$ cat config.mk
export PLATFORM = sky130hd
export DESIGN_NAME = ltqc_top
export DESIGN_NICKNAME = d
export VERILOG_FILES = /design/src/ltqc_pkg.sv /design/src/ltqc_top.sv
export VERILOG_INCLUDE_DIRS = /design/src
export SDC_FILE = /design/constraint.sdc
export NUM_CORES = 1
export LEC_CHECK = 0
export BUFFER_PORTS_ARGS = -buffer_cell sky130_fd_sc_hd__buf_2
export CAP_MARGIN = 25
export CORE_MARGIN = 3
export CORE_UTILIZATION = 44
export DETAILED_ROUTE_END_ITERATION = 12
export SLEW_MARGIN = 20
export SYNTH_ARGS = -nofsm -noshare
export SYNTH_HDL_FRONTEND = slang
export SYNTH_SLANG_ARGS = --single-unit
$ cat constraint.sdc
create_clock -name clk -period 8.3 [get_ports clk]
set_input_delay 2.49 -clock clk [delete_from_list [all_inputs] [get_ports clk]]
set_output_delay 2.49 -clock clk [all_outputs]
set_load 0.005 [all_outputs]
$ cat src/ltqc_defines.svh
// constants of the link transmit queue command handler
`ifndef LTQC_DEFINES_SVH
`define LTQC_DEFINES_SVH
`define LTQC_OP_ENQ      8'ha0
`define LTQC_OP_RELINK   8'h6b
`define LTQC_OP_GLOBAL   8'h22
`define LTQC_OP_XQ0      8'h26
`define LTQC_OP_XQ1      8'h27
`define LTQC_OP_ERRRSP   8'h68
`define LTQC_OP_RELEASE  8'h64
`define LTQC_OP_REMOVE   8'h6c
`define LTQC_TXSTATE_INIT 16'h000f
`define LTQC_ACTIVE_BIT  0
`define LTQC_SEM_DONE    8'hff
`define LTQC_SEM_BUSY    8'h00
`define LTQC_A_CMD       8'h00
`define LTQC_A_ARG1      8'h04
`define LTQC_A_ARG2      8'h08
`define LTQC_A_SEM       8'h0c
`define LTQC_A_GHEAD     8'h10
`define LTQC_A_Q0HEAD    8'h14
`define LTQC_A_Q1HEAD    8'h18
`define LTQC_A_HIGHEST   8'h1c
`define LTQC_A_LSTAT     8'h20
`define LTQC_A_QUEUE     8'h24
`define LTQC_IRQ_NONE    3'h0
`define LTQC_IRQ_ERR     3'h1
`define LTQC_IRQ_TXDONE  3'h2
`define LTQC_IRQ_GDONE   3'h3
`define LTQC_IRQ_Q0DONE  3'h4
`define LTQC_IRQ_Q1DONE  3'h5
`define LTQC_RESP_OKAY   2'h0
`define LTQC_RESP_SLVERR 2'h2
`endif

$ cat src/ltqc_pkg.sv
// types of the link transmit queue command handler
package ltqc_pkg;
   typedef enum logic [1:0] {
      LTQC_ST_IDLE = 2'b01,
      LTQC_ST_EXEC = 2'b10
   } ltqc_state_t;
   typedef logic [31:0] ltqc_word_t;
endpackage

$ cat src/ltqc_top.sv
// link transmit queue command handler with axi4-lite register slave
`timescale 1ns/1ps
`default_nettype none
`include "ltqc_defines.svh"
module ltqc_top #(
   parameter int          NUM_LINKS = 8,
   parameter int          LINK_W    = 3,
   parameter logic [31:0] LT_BASE   = 32'h0000_1000, // link table area base
   parameter logic [31:0] LT_STRIDE = 32'h0000_0040  // bytes per link table
) (
   input  wire logic                 clk,             // 250 mhz clock
   input  wire logic                 rstn,            // async reset, active low
   input  wire logic [7:0]           s_axi_awaddr,    // write address
   input  wire logic                 s_axi_awvalid,   // write address valid
   output var  logic                 s_axi_awready,   // write address ready
   input  wire ltqc_pkg::ltqc_word_t s_axi_wdata,     // write data
   input  wire logic [3:0]           s_axi_wstrb,     // write strobes
   input  wire logic                 s_axi_wvalid,    // write data valid
   output var  logic                 s_axi_wready,    // write data ready
   output var  logic [1:0]           s_axi_bresp,     // write response
   output var  logic                 s_axi_bvalid,    // write response valid
   input  wire logic                 s_axi_bready,    // write response ready
   input  wire logic [7:0]           s_axi_araddr,    // read address
   input  wire logic                 s_axi_arvalid,   // read address valid
   output var  logic                 s_axi_arready,   // read address ready
   output var  ltqc_pkg::ltqc_word_t s_axi_rdata,     // read data
   output var  logic [1:0]           s_axi_rresp,     // read response
   output var  logic                 s_axi_rvalid,    // read valid
   input  wire logic                 s_axi_rready,    // read ready
   input  wire logic [NUM_LINKS-1:0] link_all_sent,   // link queue fully sent
   input  wire logic [NUM_LINKS-1:0] link_all_acked,  // link queue fully acked
   input  wire logic [NUM_LINKS-1:0] link_poll_out,   // poll outstanding on link
   input  wire logic                 iq_head_valid,   // transmit task pops queue head
   input  wire logic                 txdone_valid,    // link transmit work finished
   input  wire logic [LINK_W-1:0]    txdone_link,     // link of txdone_valid
   input  wire logic [2:0]           xq_done,         // global, q0, q1 queue handled
   output var  logic [2:0]           xq_sched,        // global, q0, q1 in rotation
   output var  logic                 disc_req,        // send disconnect frame pulse
   output var  logic                 unassign_req,    // set link unassigned pulse
   output var  logic [LINK_W-1:0]    req_link,        // link of disc/unassign
   output var  logic                 irq_valid,       // interrupt queue entry pulse
   output var  logic [2:0]           irq_code,        // interrupt entry kind
   output var  logic [LINK_W-1:0]    irq_link         // link of the entry
);
   import ltqc_pkg::*;

   function automatic logic [31:0] lt_addr(input logic [LINK_W-1:0] id);
      lt_addr = LT_BASE + LT_STRIDE * {{(32-LINK_W){1'b0}}, id};
   endfunction

   function automatic logic [7:0] highest_of(input logic [NUM_LINKS-1:0] act);
      logic [7:0] h;
      h = 8'h00;
      for (int i = 0; i < NUM_LINKS; i++) begin
         if (act[i]) begin
            h = 8'(i);
         end
      end
      highest_of = h;
   endfunction

   // link tables kept on chip
   logic [15:0]       txst_reg   [NUM_LINKS];
   logic [15:0]       txst_next  [NUM_LINKS];
   logic [31:0]       nptr_reg   [NUM_LINKS];
   logic [31:0]       nptr_next  [NUM_LINKS];
   logic [31:0]       aptr_reg   [NUM_LINKS];
   logic [31:0]       aptr_next  [NUM_LINKS];
   logic [LINK_W-1:0] chain_reg  [NUM_LINKS];
   logic [LINK_W-1:0] chain_next [NUM_LINKS];
   logic [31:0]       chaddr_reg [NUM_LINKS];
   logic [31:0]       chaddr_next[NUM_LINKS];
   logic [NUM_LINKS-1:0] inq_reg, inq_next, rmv_reg, rmv_next;

   ltqc_state_t       st_reg, st_next;
   logic [7:0]        cmd_reg, cmd_next, sem_reg, sem_next, high_reg, high_next;
   logic [31:0]       arg1_reg, arg1_next, arg2_reg, arg2_next;
   logic [31:0]       ghead_reg, ghead_next, q0head_reg, q0head_next;
   logic [31:0]       q1head_reg, q1head_next;
   logic [2:0]        xq_next;
   logic [LINK_W-1:0] qhead_reg, qhead_next, qtail_reg, qtail_next;
   logic              qempty_reg, qempty_next;
   logic              disc_next, unas_next, irqv_next;
   logic [LINK_W-1:0] rlink_next, irql_next;
   logic [2:0]        irqc_next;
   logic [NUM_LINKS-1:0] act_vec;

   // axi state
   logic        awh_reg, awh_next, wh_reg, wh_next, bv_reg, bv_next, rv_reg, rv_next;
   logic [7:0]  awa_reg, awa_next;
   logic [31:0] wd_reg, wd_next, rd_reg, rd_next;
   logic [1:0]  br_reg, br_next, rr_reg, rr_next;
   logic        wr_fire, cmd_wr;

   wire logic [LINK_W-1:0] lid = arg1_reg[LINK_W-1:0];

   always_comb begin
      for (int i = 0; i < NUM_LINKS; i++) begin
         act_vec[i] = txst_reg[i][`LTQC_ACTIVE_BIT];
      end
   end

   // write path: address and data are taken in either order
   always_comb begin
      awh_next = awh_reg;
      wh_next  = wh_reg;
      awa_next = awa_reg;
      wd_next  = wd_reg;
      bv_next  = bv_reg;
      br_next  = br_reg;
      wr_fire  = 1'b0;
      if (s_axi_awvalid && !awh_reg) begin
         awh_next = 1'b1;
         awa_next = s_axi_awaddr;
      end
      if (s_axi_wvalid && !wh_reg) begin
         wh_next = 1'b1;
         wd_next = s_axi_wdata;
      end
      if (awh_reg && wh_reg && !bv_reg) begin
         wr_fire  = 1'b1;
         awh_next = 1'b0;
         wh_next  = 1'b0;
         bv_next  = 1'b1;
         if (awa_reg == `LTQC_A_CMD || awa_reg == `LTQC_A_ARG1 || awa_reg == `LTQC_A_ARG2) begin
            br_next = `LTQC_RESP_OKAY;
         end else if (awa_reg <= `LTQC_A_QUEUE && awa_reg[1:0] == 2'b00) begin
            br_next = `LTQC_RESP_OKAY;
         end else begin
            br_next = `LTQC_RESP_SLVERR;
         end
      end else if (bv_reg && s_axi_bready) begin
         bv_next = 1'b0;
      end
   end

   // read path: one cycle from address to data
   always_comb begin
      rv_next = rv_reg;
      rd_next = rd_reg;
      rr_next = rr_reg;
      if (s_axi_arvalid && !rv_reg) begin
         rv_next = 1'b1;
         rr_next = `LTQC_RESP_OKAY;
         if (s_axi_araddr == `LTQC_A_CMD) begin
            rd_next = {24'h0, cmd_reg};
         end else if (s_axi_araddr == `LTQC_A_ARG1) begin
            rd_next = arg1_reg;
         end else if (s_axi_araddr == `LTQC_A_ARG2) begin
            rd_next = arg2_reg;
         end else if (s_axi_araddr == `LTQC_A_SEM) begin
            rd_next = {24'h0, sem_reg};
         end else if (s_axi_araddr == `LTQC_A_GHEAD) begin
            rd_next = ghead_reg;
         end else if (s_axi_araddr == `LTQC_A_Q0HEAD) begin
            rd_next = q0head_reg;
         end else if (s_axi_araddr == `LTQC_A_Q1HEAD) begin
            rd_next = q1head_reg;
         end else if (s_axi_araddr == `LTQC_A_HIGHEST) begin
            rd_next = {24'h0, high_reg};
         end else if (s_axi_araddr == `LTQC_A_LSTAT) begin
            rd_next = {inq_reg[lid], rmv_reg[lid], 14'h0, txst_reg[lid]};
         end else if (s_axi_araddr == `LTQC_A_QUEUE) begin
            rd_next = {15'h0, qempty_reg, 8'(qtail_reg), 8'(qhead_reg)};
         end else begin
            rd_next = 32'h0;
            rr_next = `LTQC_RESP_SLVERR;
         end
      end else if (rv_reg && s_axi_rready) begin
         rv_next = 1'b0;
      end
   end

   // a new opcode is taken only while the previous one has finished
   assign cmd_wr = wr_fire && awa_reg == `LTQC_A_CMD && st_reg == LTQC_ST_IDLE;

   always_comb begin
      st_next     = st_reg;
      cmd_next    = cmd_reg;
      sem_next    = sem_reg;
      arg1_next   = arg1_reg;
      arg2_next   = arg2_reg;
      ghead_next  = ghead_reg;
      q0head_next = q0head_reg;
      q1head_next = q1head_reg;
      xq_next     = xq_sched & ~xq_done;
      qhead_next  = qhead_reg;
      qtail_next  = qtail_reg;
      qempty_next = qempty_reg;
      inq_next    = inq_reg;
      rmv_next    = rmv_reg;
      disc_next   = 1'b0;
      unas_next   = 1'b0;
      rlink_next  = req_link;
      irqv_next   = 1'b0;
      irqc_next   = irq_code;
      irql_next   = irq_link;
      for (int i = 0; i < NUM_LINKS; i++) begin
         txst_next[i]   = txst_reg[i];
         nptr_next[i]   = nptr_reg[i];
         aptr_next[i]   = aptr_reg[i];
         chain_next[i]  = chain_reg[i];
         chaddr_next[i] = chaddr_reg[i];
      end
      if (wr_fire && awa_reg == `LTQC_A_ARG1 && st_reg == LTQC_ST_IDLE) begin
         arg1_next = wd_reg;
      end
      if (wr_fire && awa_reg == `LTQC_A_ARG2 && st_reg == LTQC_ST_IDLE) begin
         arg2_next = wd_reg;
      end
      // transmit task pops the head; a pending removal completes here
      if (iq_head_valid && !qempty_reg) begin
         inq_next[qhead_reg] = 1'b0;
         if (rmv_reg[qhead_reg]) begin
            txst_next[qhead_reg][`LTQC_ACTIVE_BIT] = 1'b0;
            rmv_next[qhead_reg] = 1'b0;
         end
         if (qhead_reg == qtail_reg) begin
            qempty_next = 1'b1;
         end else begin
            qhead_next = chain_reg[qhead_reg];
         end
      end
      // interrupt sources, lower priority than command results
      if (txdone_valid) begin
         irqv_next = 1'b1;
         irqc_next = `LTQC_IRQ_TXDONE;
         irql_next = txdone_link;
      end else if (xq_done[0] && xq_sched[0]) begin
         irqv_next = 1'b1;
         irqc_next = `LTQC_IRQ_GDONE;
      end else if (xq_done[1] && xq_sched[1]) begin
         irqv_next = 1'b1;
         irqc_next = `LTQC_IRQ_Q0DONE;
      end else if (xq_done[2] && xq_sched[2]) begin
         irqv_next = 1'b1;
         irqc_next = `LTQC_IRQ_Q1DONE;
      end
      case (st_reg)
         LTQC_ST_IDLE: begin
            if (cmd_wr) begin
               cmd_next = wd_reg[7:0];
               sem_next = `LTQC_SEM_BUSY;
               st_next  = LTQC_ST_EXEC;
            end
         end
         LTQC_ST_EXEC: begin
            st_next  = LTQC_ST_IDLE;
            sem_next = `LTQC_SEM_DONE;
            if (cmd_reg == `LTQC_OP_ENQ || cmd_reg == `LTQC_OP_RELINK) begin
               if ((cmd_reg == `LTQC_OP_ENQ && link_all_sent[lid] && link_all_acked[lid])
                   || (cmd_reg == `LTQC_OP_RELINK && link_all_sent[lid]
                   && !link_all_acked[lid] && !link_poll_out[lid] && !inq_reg[lid])) begin
                  if (!qempty_next) begin
                     chain_next[qtail_reg]  = lid;
                     chaddr_next[qtail_reg] = lt_addr(lid);
                  end else begin
                     qhead_next = lid;
                  end
                  qtail_next    = lid;
                  qempty_next   = 1'b0;
                  inq_next[lid] = 1'b1;
                  if (cmd_reg == `LTQC_OP_ENQ) begin
                     txst_next[lid] = `LTQC_TXSTATE_INIT;
                     nptr_next[lid] = arg2_reg;
                     aptr_next[lid] = arg2_reg;
                  end
               end else if (cmd_reg == `LTQC_OP_ENQ) begin
                  irqv_next = 1'b1;
                  irqc_next = `LTQC_IRQ_ERR;
                  irql_next = lid;
               end
            end else if (cmd_reg == `LTQC_OP_GLOBAL || cmd_reg == `LTQC_OP_XQ0
                         || cmd_reg == `LTQC_OP_XQ1) begin
               for (int k = 0; k < 3; k++) begin
                  if (cmd_reg == (k == 0 ? `LTQC_OP_GLOBAL : k == 1 ? `LTQC_OP_XQ0
                                  : `LTQC_OP_XQ1)) begin
                     if (xq_sched[k] && !xq_done[k]) begin
                        irqv_next = 1'b1;
                        irqc_next = `LTQC_IRQ_ERR;
                        irql_next = lid;
                     end else begin
                        xq_next[k] = 1'b1;
                        if (k == 0) begin
                           ghead_next = arg2_reg;
                        end else if (k == 1) begin
                           q0head_next = arg2_reg;
                        end else begin
                           q1head_next = arg2_reg;
                        end
                     end
                  end
               end
            end else if (cmd_reg == `LTQC_OP_ERRRSP) begin
               unas_next  = 1'b1;
               rlink_next = lid;
            end else if (cmd_reg == `LTQC_OP_RELEASE) begin
               disc_next  = 1'b1;
               rlink_next = lid;
            end else if (cmd_reg == `LTQC_OP_REMOVE) begin
               unas_next  = 1'b1;
               rlink_next = lid;
               if (inq_next[lid]) begin
                  rmv_next[lid] = 1'b1;
               end else begin
                  txst_next[lid][`LTQC_ACTIVE_BIT] = 1'b0;
               end
            end
         end
         default: begin
            st_next = LTQC_ST_IDLE;
         end
      endcase
   end

   // highest active link follows active bits one cycle later
   assign high_next = highest_of(act_vec);

   always_ff @(posedge clk or negedge rstn) begin
      if (!rstn) begin
         st_reg <= LTQC_ST_IDLE;
         cmd_reg <= 8'h00;
         sem_reg <= `LTQC_SEM_DONE;
         arg1_reg <= 32'h0;
         arg2_reg <= 32'h0;
         ghead_reg <= 32'h0;
         q0head_reg <= 32'h0;
         q1head_reg <= 32'h0;
         high_reg <= 8'h00;
         xq_sched <= 3'h0;
         qhead_reg <= '0;
         qtail_reg <= '0;
         qempty_reg <= 1'b1;
         inq_reg <= '0;
         rmv_reg <= '0;
         disc_req <= 1'b0;
         unassign_req <= 1'b0;
         req_link <= '0;
         irq_valid <= 1'b0;
         irq_code <= `LTQC_IRQ_NONE;
         irq_link <= '0;
         for (int i = 0; i < NUM_LINKS; i++) begin
            txst_reg[i] <= 16'h0;
            nptr_reg[i] <= 32'h0;
            aptr_reg[i] <= 32'h0;
            chain_reg[i] <= '0;
            chaddr_reg[i] <= 32'h0;
         end
         awh_reg <= 1'b0;
         wh_reg <= 1'b0;
         awa_reg <= 8'h00;
         wd_reg <= 32'h0;
         bv_reg <= 1'b0;
         br_reg <= 2'h0;
         rv_reg <= 1'b0;
         rd_reg <= 32'h0;
         rr_reg <= 2'h0;
      end else begin
         st_reg <= st_next;
         cmd_reg <= cmd_next;
         sem_reg <= sem_next;
         arg1_reg <= arg1_next;
         arg2_reg <= arg2_next;
         ghead_reg <= ghead_next;
         q0head_reg <= q0head_next;
         q1head_reg <= q1head_next;
         high_reg <= high_next;
         xq_sched <= xq_next;
         qhead_reg <= qhead_next;
         qtail_reg <= qtail_next;
         qempty_reg <= qempty_next;
         inq_reg <= inq_next;
         rmv_reg <= rmv_next;
         disc_req <= disc_next;
         unassign_req <= unas_next;
         req_link <= rlink_next;
         irq_valid <= irqv_next;
         irq_code <= irqc_next;
         irq_link <= irql_next;
         for (int i = 0; i < NUM_LINKS; i++) begin
            txst_reg[i] <= txst_next[i];
            nptr_reg[i] <= nptr_next[i];
            aptr_reg[i] <= aptr_next[i];
            chain_reg[i] <= chain_next[i];
            chaddr_reg[i] <= chaddr_next[i];
         end
         awh_reg <= awh_next;
         wh_reg <= wh_next;
         awa_reg <= awa_next;
         wd_reg <= wd_next;
         bv_reg <= bv_next;
         br_reg <= br_next;
         rv_reg <= rv_next;
         rd_reg <= rd_next;
         rr_reg <= rr_next;
      end
   end

   assign s_axi_awready = !awh_reg;
   assign s_axi_wready  = !wh_reg;
   assign s_axi_bvalid  = bv_reg;
   assign s_axi_bresp   = br_reg;
   assign s_axi_arready = !rv_reg;
   assign s_axi_rvalid  = rv_reg;
   assign s_axi_rdata   = rd_reg;
   assign s_axi_rresp   = rr_reg;

   a_enq_init: assert property (@(posedge clk) disable iff (!rstn)
      st_reg == LTQC_ST_EXEC && cmd_reg == `LTQC_OP_ENQ && link_all_sent[lid]
      && link_all_acked[lid] |=> txst_reg[$past(lid)] == `LTQC_TXSTATE_INIT
      && nptr_reg[$past(lid)] == $past(arg2_reg))
      else $error("enqueue did not initialise link table");
   a_enq_refuse: assert property (@(posedge clk) disable iff (!rstn)
      st_reg == LTQC_ST_EXEC && cmd_reg == `LTQC_OP_ENQ && !link_all_acked[lid]
      |=> irq_valid && irq_code == `LTQC_IRQ_ERR && !$changed(qtail_reg))
      else $error("refused enqueue gave no error entry");
   a_sem_done: assert property (@(posedge clk) disable iff (!rstn)
      cmd_wr |=> sem_reg == `LTQC_SEM_BUSY ##1 sem_reg == `LTQC_SEM_DONE)
      else $error("semaphore not busy then done");
   a_chain_tail: assert property (@(posedge clk) disable iff (!rstn)
      st_reg == LTQC_ST_EXEC && cmd_reg == `LTQC_OP_ENQ && link_all_sent[lid]
      && link_all_acked[lid] && !qempty_reg && !iq_head_valid
      |=> chaddr_reg[$past(qtail_reg)] == lt_addr($past(lid)) && qtail_reg == $past(lid))
      else $error("link not chained to tail");
   a_relink_block: assert property (@(posedge clk) disable iff (!rstn)
      st_reg == LTQC_ST_EXEC && cmd_reg == `LTQC_OP_RELINK && link_poll_out[lid]
      |=> $stable(qtail_reg) && sem_reg == `LTQC_SEM_DONE)
      else $error("blocked relink changed queue");
   a_xq_refuse: assert property (@(posedge clk) disable iff (!rstn)
      st_reg == LTQC_ST_EXEC && cmd_reg == `LTQC_OP_GLOBAL && xq_sched[0] && !xq_done[0]
      |=> irq_code == `LTQC_IRQ_ERR && $stable(ghead_reg))
      else $error("busy global request accepted");
   a_global_load: assert property (@(posedge clk) disable iff (!rstn)
      st_reg == LTQC_ST_EXEC && cmd_reg == `LTQC_OP_GLOBAL && !xq_sched[0]
      |=> ghead_reg == $past(arg2_reg) && xq_sched[0])
      else $error("global head not loaded");
   a_release_disc: assert property (@(posedge clk) disable iff (!rstn)
      st_reg == LTQC_ST_EXEC && cmd_reg == `LTQC_OP_RELEASE
      |=> disc_req && req_link == $past(lid) ##1 !disc_req)
      else $error("release gave no single disconnect pulse");
   a_remove_idle: assert property (@(posedge clk) disable iff (!rstn)
      st_reg == LTQC_ST_EXEC && cmd_reg == `LTQC_OP_REMOVE && !inq_reg[lid]
      |=> unassign_req && !txst_reg[$past(lid)][`LTQC_ACTIVE_BIT])
      else $error("remove of unqueued link left it active");
endmodule
`default_nettype wire

* After elaboration in Yosys (flattened, before gate mapping)
Cells that the tools add are included.
** Operators by class
- Order comparisons :: 11
- Equality and inequality tests :: 23
- Mux-type cells :: 175
- Bitwise logic cells :: 23
- Reductions and logical operators :: 66
** Operator list (count)
- $mux W128 :: 11
- $mux W32 :: 9
- $and A128 B128 Y128 :: 2
- $not A128 Y128 :: 2
- $mux W8 :: 20
- $demux W16 S3 :: 3
- $mux W3 :: 42
- $and A96 B96 Y96 :: 1
- $not A96 Y96 :: 1
- $mux W1 :: 58
- $bmux W16 S3 :: 1
- $mux W16 :: 3
- $eq A8 B6 Y1 const B :: 5
- $eq A8 B5 Y1 const B :: 4
- $eq A8 B7 Y1 const B :: 4
- $logic_and A1 B1 Y1 :: 32
- $or A32 B32 Y32 :: 1
- $mux W2 :: 14
- $bwmux W24 :: 1
- $eq A8 B4 Y1 const B :: 3
- $bmux W1 S3 :: 7
- $mux W17 :: 1
- $and A8 B8 Y8 :: 2
- $eq A8 B3 Y1 const B :: 2
- 30 further kinds :: 69
** Storage, ports and cells
- Bits in registers :: 456
- Output and inout port bits :: 56

* Logic depth before layout (Yosys ltp)
- Word-level depth :: 17
- Gate-level depth with buffers :: 12
- Depth with buffers taken out :: 6

* Worst setup path before layout
OpenSTA, ideal clock, no wires.
- Path type :: input to register
- Start :: in link_all_sent[4]
- End :: reg qtail_reg[2]
- Setup time :: 0.128 ns
- Data arrival time :: 4.423 ns
- Required time :: 8.172 ns
- Slack :: 3.750 ns
- Cell stages on the path :: 7
- Path through :: mux2_2 -> mux4_2 -> o21ai_4 -> a21oi_4 -> nand2_2 -> buf_4 -> mux2_1
** Between the ends
- Word-level cells in the longest chain between the ends :: 8
- Elaborated cells between the ends (all ways) :: 10
** Ends and longest elaborated chain
- from (decl) :: line ltqc_top.sv:30 : input wire logic [NUM_LINKS-1:0] link_all_sent,
- $bmux W1 S3 (*) :: line ltqc_top.sv:251, ltqc_top.sv:252
- $mux W1 (implied by the code) (*) :: line ltqc_top.sv:251, ltqc_top.sv:252
- $logic_and A1 B1 Y1 (4 in a row) :: line ltqc_top.sv:252 : || (cmd_reg == `LTQC_OP_RELINK && link_all_sent[lid]
- $logic_or A1 B1 Y1 (*) :: line ltqc_top.sv:251 : if ((cmd_reg == `LTQC_OP_ENQ && link_all_sent[lid] && link_all_acked[lid])
- $reduce_and A3 Y1 (no source line) (*)
- to (signal assigned) :: line ltqc_top.sv:370 : qtail_reg <= qtail_next;
- to (decl) :: line ltqc_top.sv:81 : logic [LINK_W-1:0] qhead_reg, qhead_next, qtail_reg, qtail_next;
Mark *: on every way between the ends. The rest lies on a longest branch, timed or not. The select of a mux whose other input is x is not followed.
A chain may end at the register's enable or synchronous reset.

* Worst setup path after layout
- Start :: in link_all_acked[1]
- End :: reg txst_reg[50] (netlist name)
** Between the ends
- Word-level cells in the longest chain between the ends :: 10
- Elaborated cells between the ends (all ways) :: 11
** Ends and longest elaborated chain
- from (decl) :: line ltqc_top.sv:31 : input wire logic [NUM_LINKS-1:0] link_all_acked,
- $bmux W1 S3 (*) :: line ltqc_top.sv:251, ltqc_top.sv:253
- $mux W1 (implied by the code) (*) :: line ltqc_top.sv:251, ltqc_top.sv:253
- $logic_not A1 Y1 :: line ltqc_top.sv:253 : && !link_all_acked[lid] && !link_poll_out[lid] && !inq_reg[lid])) begin
- $logic_and A1 B1 Y1 (3 in a row) :: line ltqc_top.sv:252
- $logic_or A1 B1 Y1 (*) :: line ltqc_top.sv:251
- $mux W128 (*) :: line ltqc_top.sv:251
- $mux W128 (*) :: line ltqc_top.sv:250 : if (cmd_reg == `LTQC_OP_ENQ || cmd_reg == `LTQC_OP_RELINK) begin
- $mux W128 (*) :: line ltqc_top.sv:239 : case (st_reg)
- to (signal, indexed assignment) :: line ltqc_top.sv:381 : txst_reg[i] <= txst_next[i];
- to (decl) :: line ltqc_top.sv:63 : logic [15:0] txst_reg [NUM_LINKS];
Marks and branches as above.

==> qor.csv <==
metric,value,unit
status,completed,
Std-Cell Rows,77,
Slew @ Worst Pin,0.9752,ns
Worst-path clk slew,0.05,ns
Area Growth Syn to Fin,15.05,%
met3 wire len,3655,µm
Yosys Warn Count,0,
synth cell count leaders,"dfrtp_1 (439), mux2_2 (248), nor2b_1 (113)",
CTS Buffer Depth,3,
Worst VDD drop,0.1858,mV
DR WL/cell,22.70,µm
DP Wirelength,35230,µm
Fin Clk Skew,0.03672,ns
DRC,0,
Chip Height,219.1,µm
"top cells by area, synth","dfrtp_1 (55%), mux2_2 (14%), nor2b_1 (3.5%)",
P_leak,0.01091,µW
vias,13935,
Routed met1 length,24990,µm
Clk Tree Root Cell,clkbuf_16,
post-synthesis sequential area ratio,55.37,%
Routed WL,54790,µm
"Slew Viols, Final",0,
detailed-router iteration count before antenna repair,5,
cts repair resizes,0,
power density cells,247.9,nW/µm²
Initial Util,44.90,%
CTS tree,built,
Synth cell types,76,
clk_lat worst skew,0.60,ns
layout cells sized above 1,32.23,%
Final Util,51.65,%
Sink Count,442,
initial antenna violation count,5,
final setup fails,0,
"Period Utilization, post-route",57.24,%
Via density,5.773,
# Post-CTS Setup Buffers,0,
HP Class,flop to flop,
GRT Total Usage,23.08,%
reg2reg start,arg1_reg[2]$_DFFE_PN0P_,
max FFs per register,120,
Fin Setup TNS,0,ns
"count leader, synth",dfrtp_1,
nets,1874,
ys flop type,dfrtp_1,
grt total ovfl,0,
crit path time final,4.751,ns
Synth Instances,1659,
Tot Pwr,5699,µW
Startpoint Class,input pin,
mean post-synth cell area,12.05,µm²
"Data arrival, critical path",5.26,ns
#FFs+latches synth,442,
maximum capacitance violations,0,
Synth top area share,54.97,%
DR top layer,met5,
Post-synth EDFFs,0,
port buffer count,140,
metal2 WL,24600,µm
DRT antenna net count,0,
CP Class,input pin to flop,
CP Max Fanout,19,
Required @ worst endpoint,8.81,ns
Critical Path Sink Type,flop,
DIE AREA,48010,µm²
RD Place Congestion,0.9225,
I/O pin total,147,
RSZ-0062 raised after global routing,false,
CORE AREA,44510,µm²
hold_ws,0.4572,ns
leading area contributor after synthesis,dfrtp_1,
Mapped Area,19980,µm²
CTS Buf Count,48,
Hold Buf Count CTS,0,
Critical Path Source,link_all_acked[1],
DIE WIDTH,219.1,µm
pin count of the biggest net entering global routing,123,
final count of hold timing violations,0,
FMAX,0.2105,GHz
Initial DRC Count,999,
worst relative slew slack,34.99,%
first-pass GRT wire length,85570,µm
Worst Hold Launch,txst_reg[50]$_DFFE_PN0P_,
number of global-route vias before repair,14248,
Synth async-reset ratio,100.0,%
number of H-tree levels,2,
## metal layers
metal  vias up  GRT usage (%)
li1       6233              -
met1      7180          32.79
met2       426          35.18
met3        94          5.483
met4         2          7.323
met5         -              0
## power by group
| group | switching (µW) | internal (µW) |
|---|---|---|
| registers | 256 | 2380 |
| clock network | 886 | 1310 |
| logic | 480 | 387 |
| total | 1620 | 4080 |
## through the flow
step	setup slack (ns)	instances	instance area (µm²)
6_report	3.549	2414	22990
5_1_grt	3.459	2414	22990
3_3_place_gp	3.019	2320	21280
3_5_place_dp	2.994	2321	21290
2_1_floorplan	3.750	1660	19990
4_1_cts	3.602	2406	22920
## logic make-up after synthesis
| group | count (synthesis) | share of synthesized area (%) |
|---|---|---|
| DFF | 442 | 55.37 |
| muxes | 295 | 17.65 |
| xor gates and xnor gates | 3 | 0.1315 |
| buffers and inverters | 128 | 2.774 |
| other | 1 | 0.01877 |
| AOI/OAI and AO/OA | 336 | 11.25 |
| and+or+nand+nor | 454 | 12.81 |
## critical path, stage by stage
cell and delay, ns:
buf_2 0.07, mux2_2 0.13, o22ai_1 0.16, a221oi_1 0.73, a31o_2 0.51, nor4b_4 0.68
buf_4 0.34, or2_2 0.14
## area by class of cell
| class | count | area, µm² |
|---|---|---|
| tap | 592 | 740.7 |
| inverter | 24 | 90.09 |
| clock inverter | 16 | 217.7 |
| sequential | 442 | 11070 |
| fill | 3926 | 21520 |
| clock buffer | 69 | 1410 |
| multi-input combinational | 1090 | 8422 |
| timing repair buffer | 177 | 1032 |
| antenna | 4 | 10.01 |
## path summary, 6_finish.rpt
check	to	cells after the start	slack, ns
min reg2reg	txst_reg[50]$_DFFE_PN0P_	1	0.46
max	txst_reg[50]$_DFFE_PN0P_	8	3.55
min	txst_reg[50]$_DFFE_PN0P_	1	0.46
min in group asynchronous	chain_reg[22]$_DFFE_PN0P_	1	1.93
max reg2reg	txst_reg[50]$_DFFE_PN0P_	9	4.05
max in group asynchronous	txst_reg[50]$_DFFE_PN0P_	2	4.94
## cell usage in the layout, fill, tap and decap left out, drive strengths merged, types with 10 or more instances in the layout
| cell | synthesis | routed |
|---|---|---|
| nand2 | 101 | 101 |
| a21oi | 91 | 91 |
| a221oi | 19 | 19 |
| o21ai | 71 | 71 |
| nor3 | 12 | 12 |
| nor2 | 90 | 90 |
| o21a | 17 | 17 |
| nand2b | 14 | 14 |
| nor4b | 15 | 15 |
| clkbuf | 56 | 69 |
| mux2 | 249 | 249 |
| o211ai | 18 | 18 |
| o32ai | 14 | 14 |
| a221o | 10 | 10 |
| or2 | 26 | 26 |
| dfrtp | 439 | 439 |
| mux4 | 21 | 21 |
| inv | 23 | 25 |
| nand3 | 25 | 25 |
| a22oi | 12 | 12 |
| o22ai | 21 | 21 |
| and2 | 11 | 11 |
| nor2b | 113 | 113 |
| mux2i | 25 | 25 |
| buf | 48 | 177 |
No activity file was read; power rests on OpenSTA's default activity.
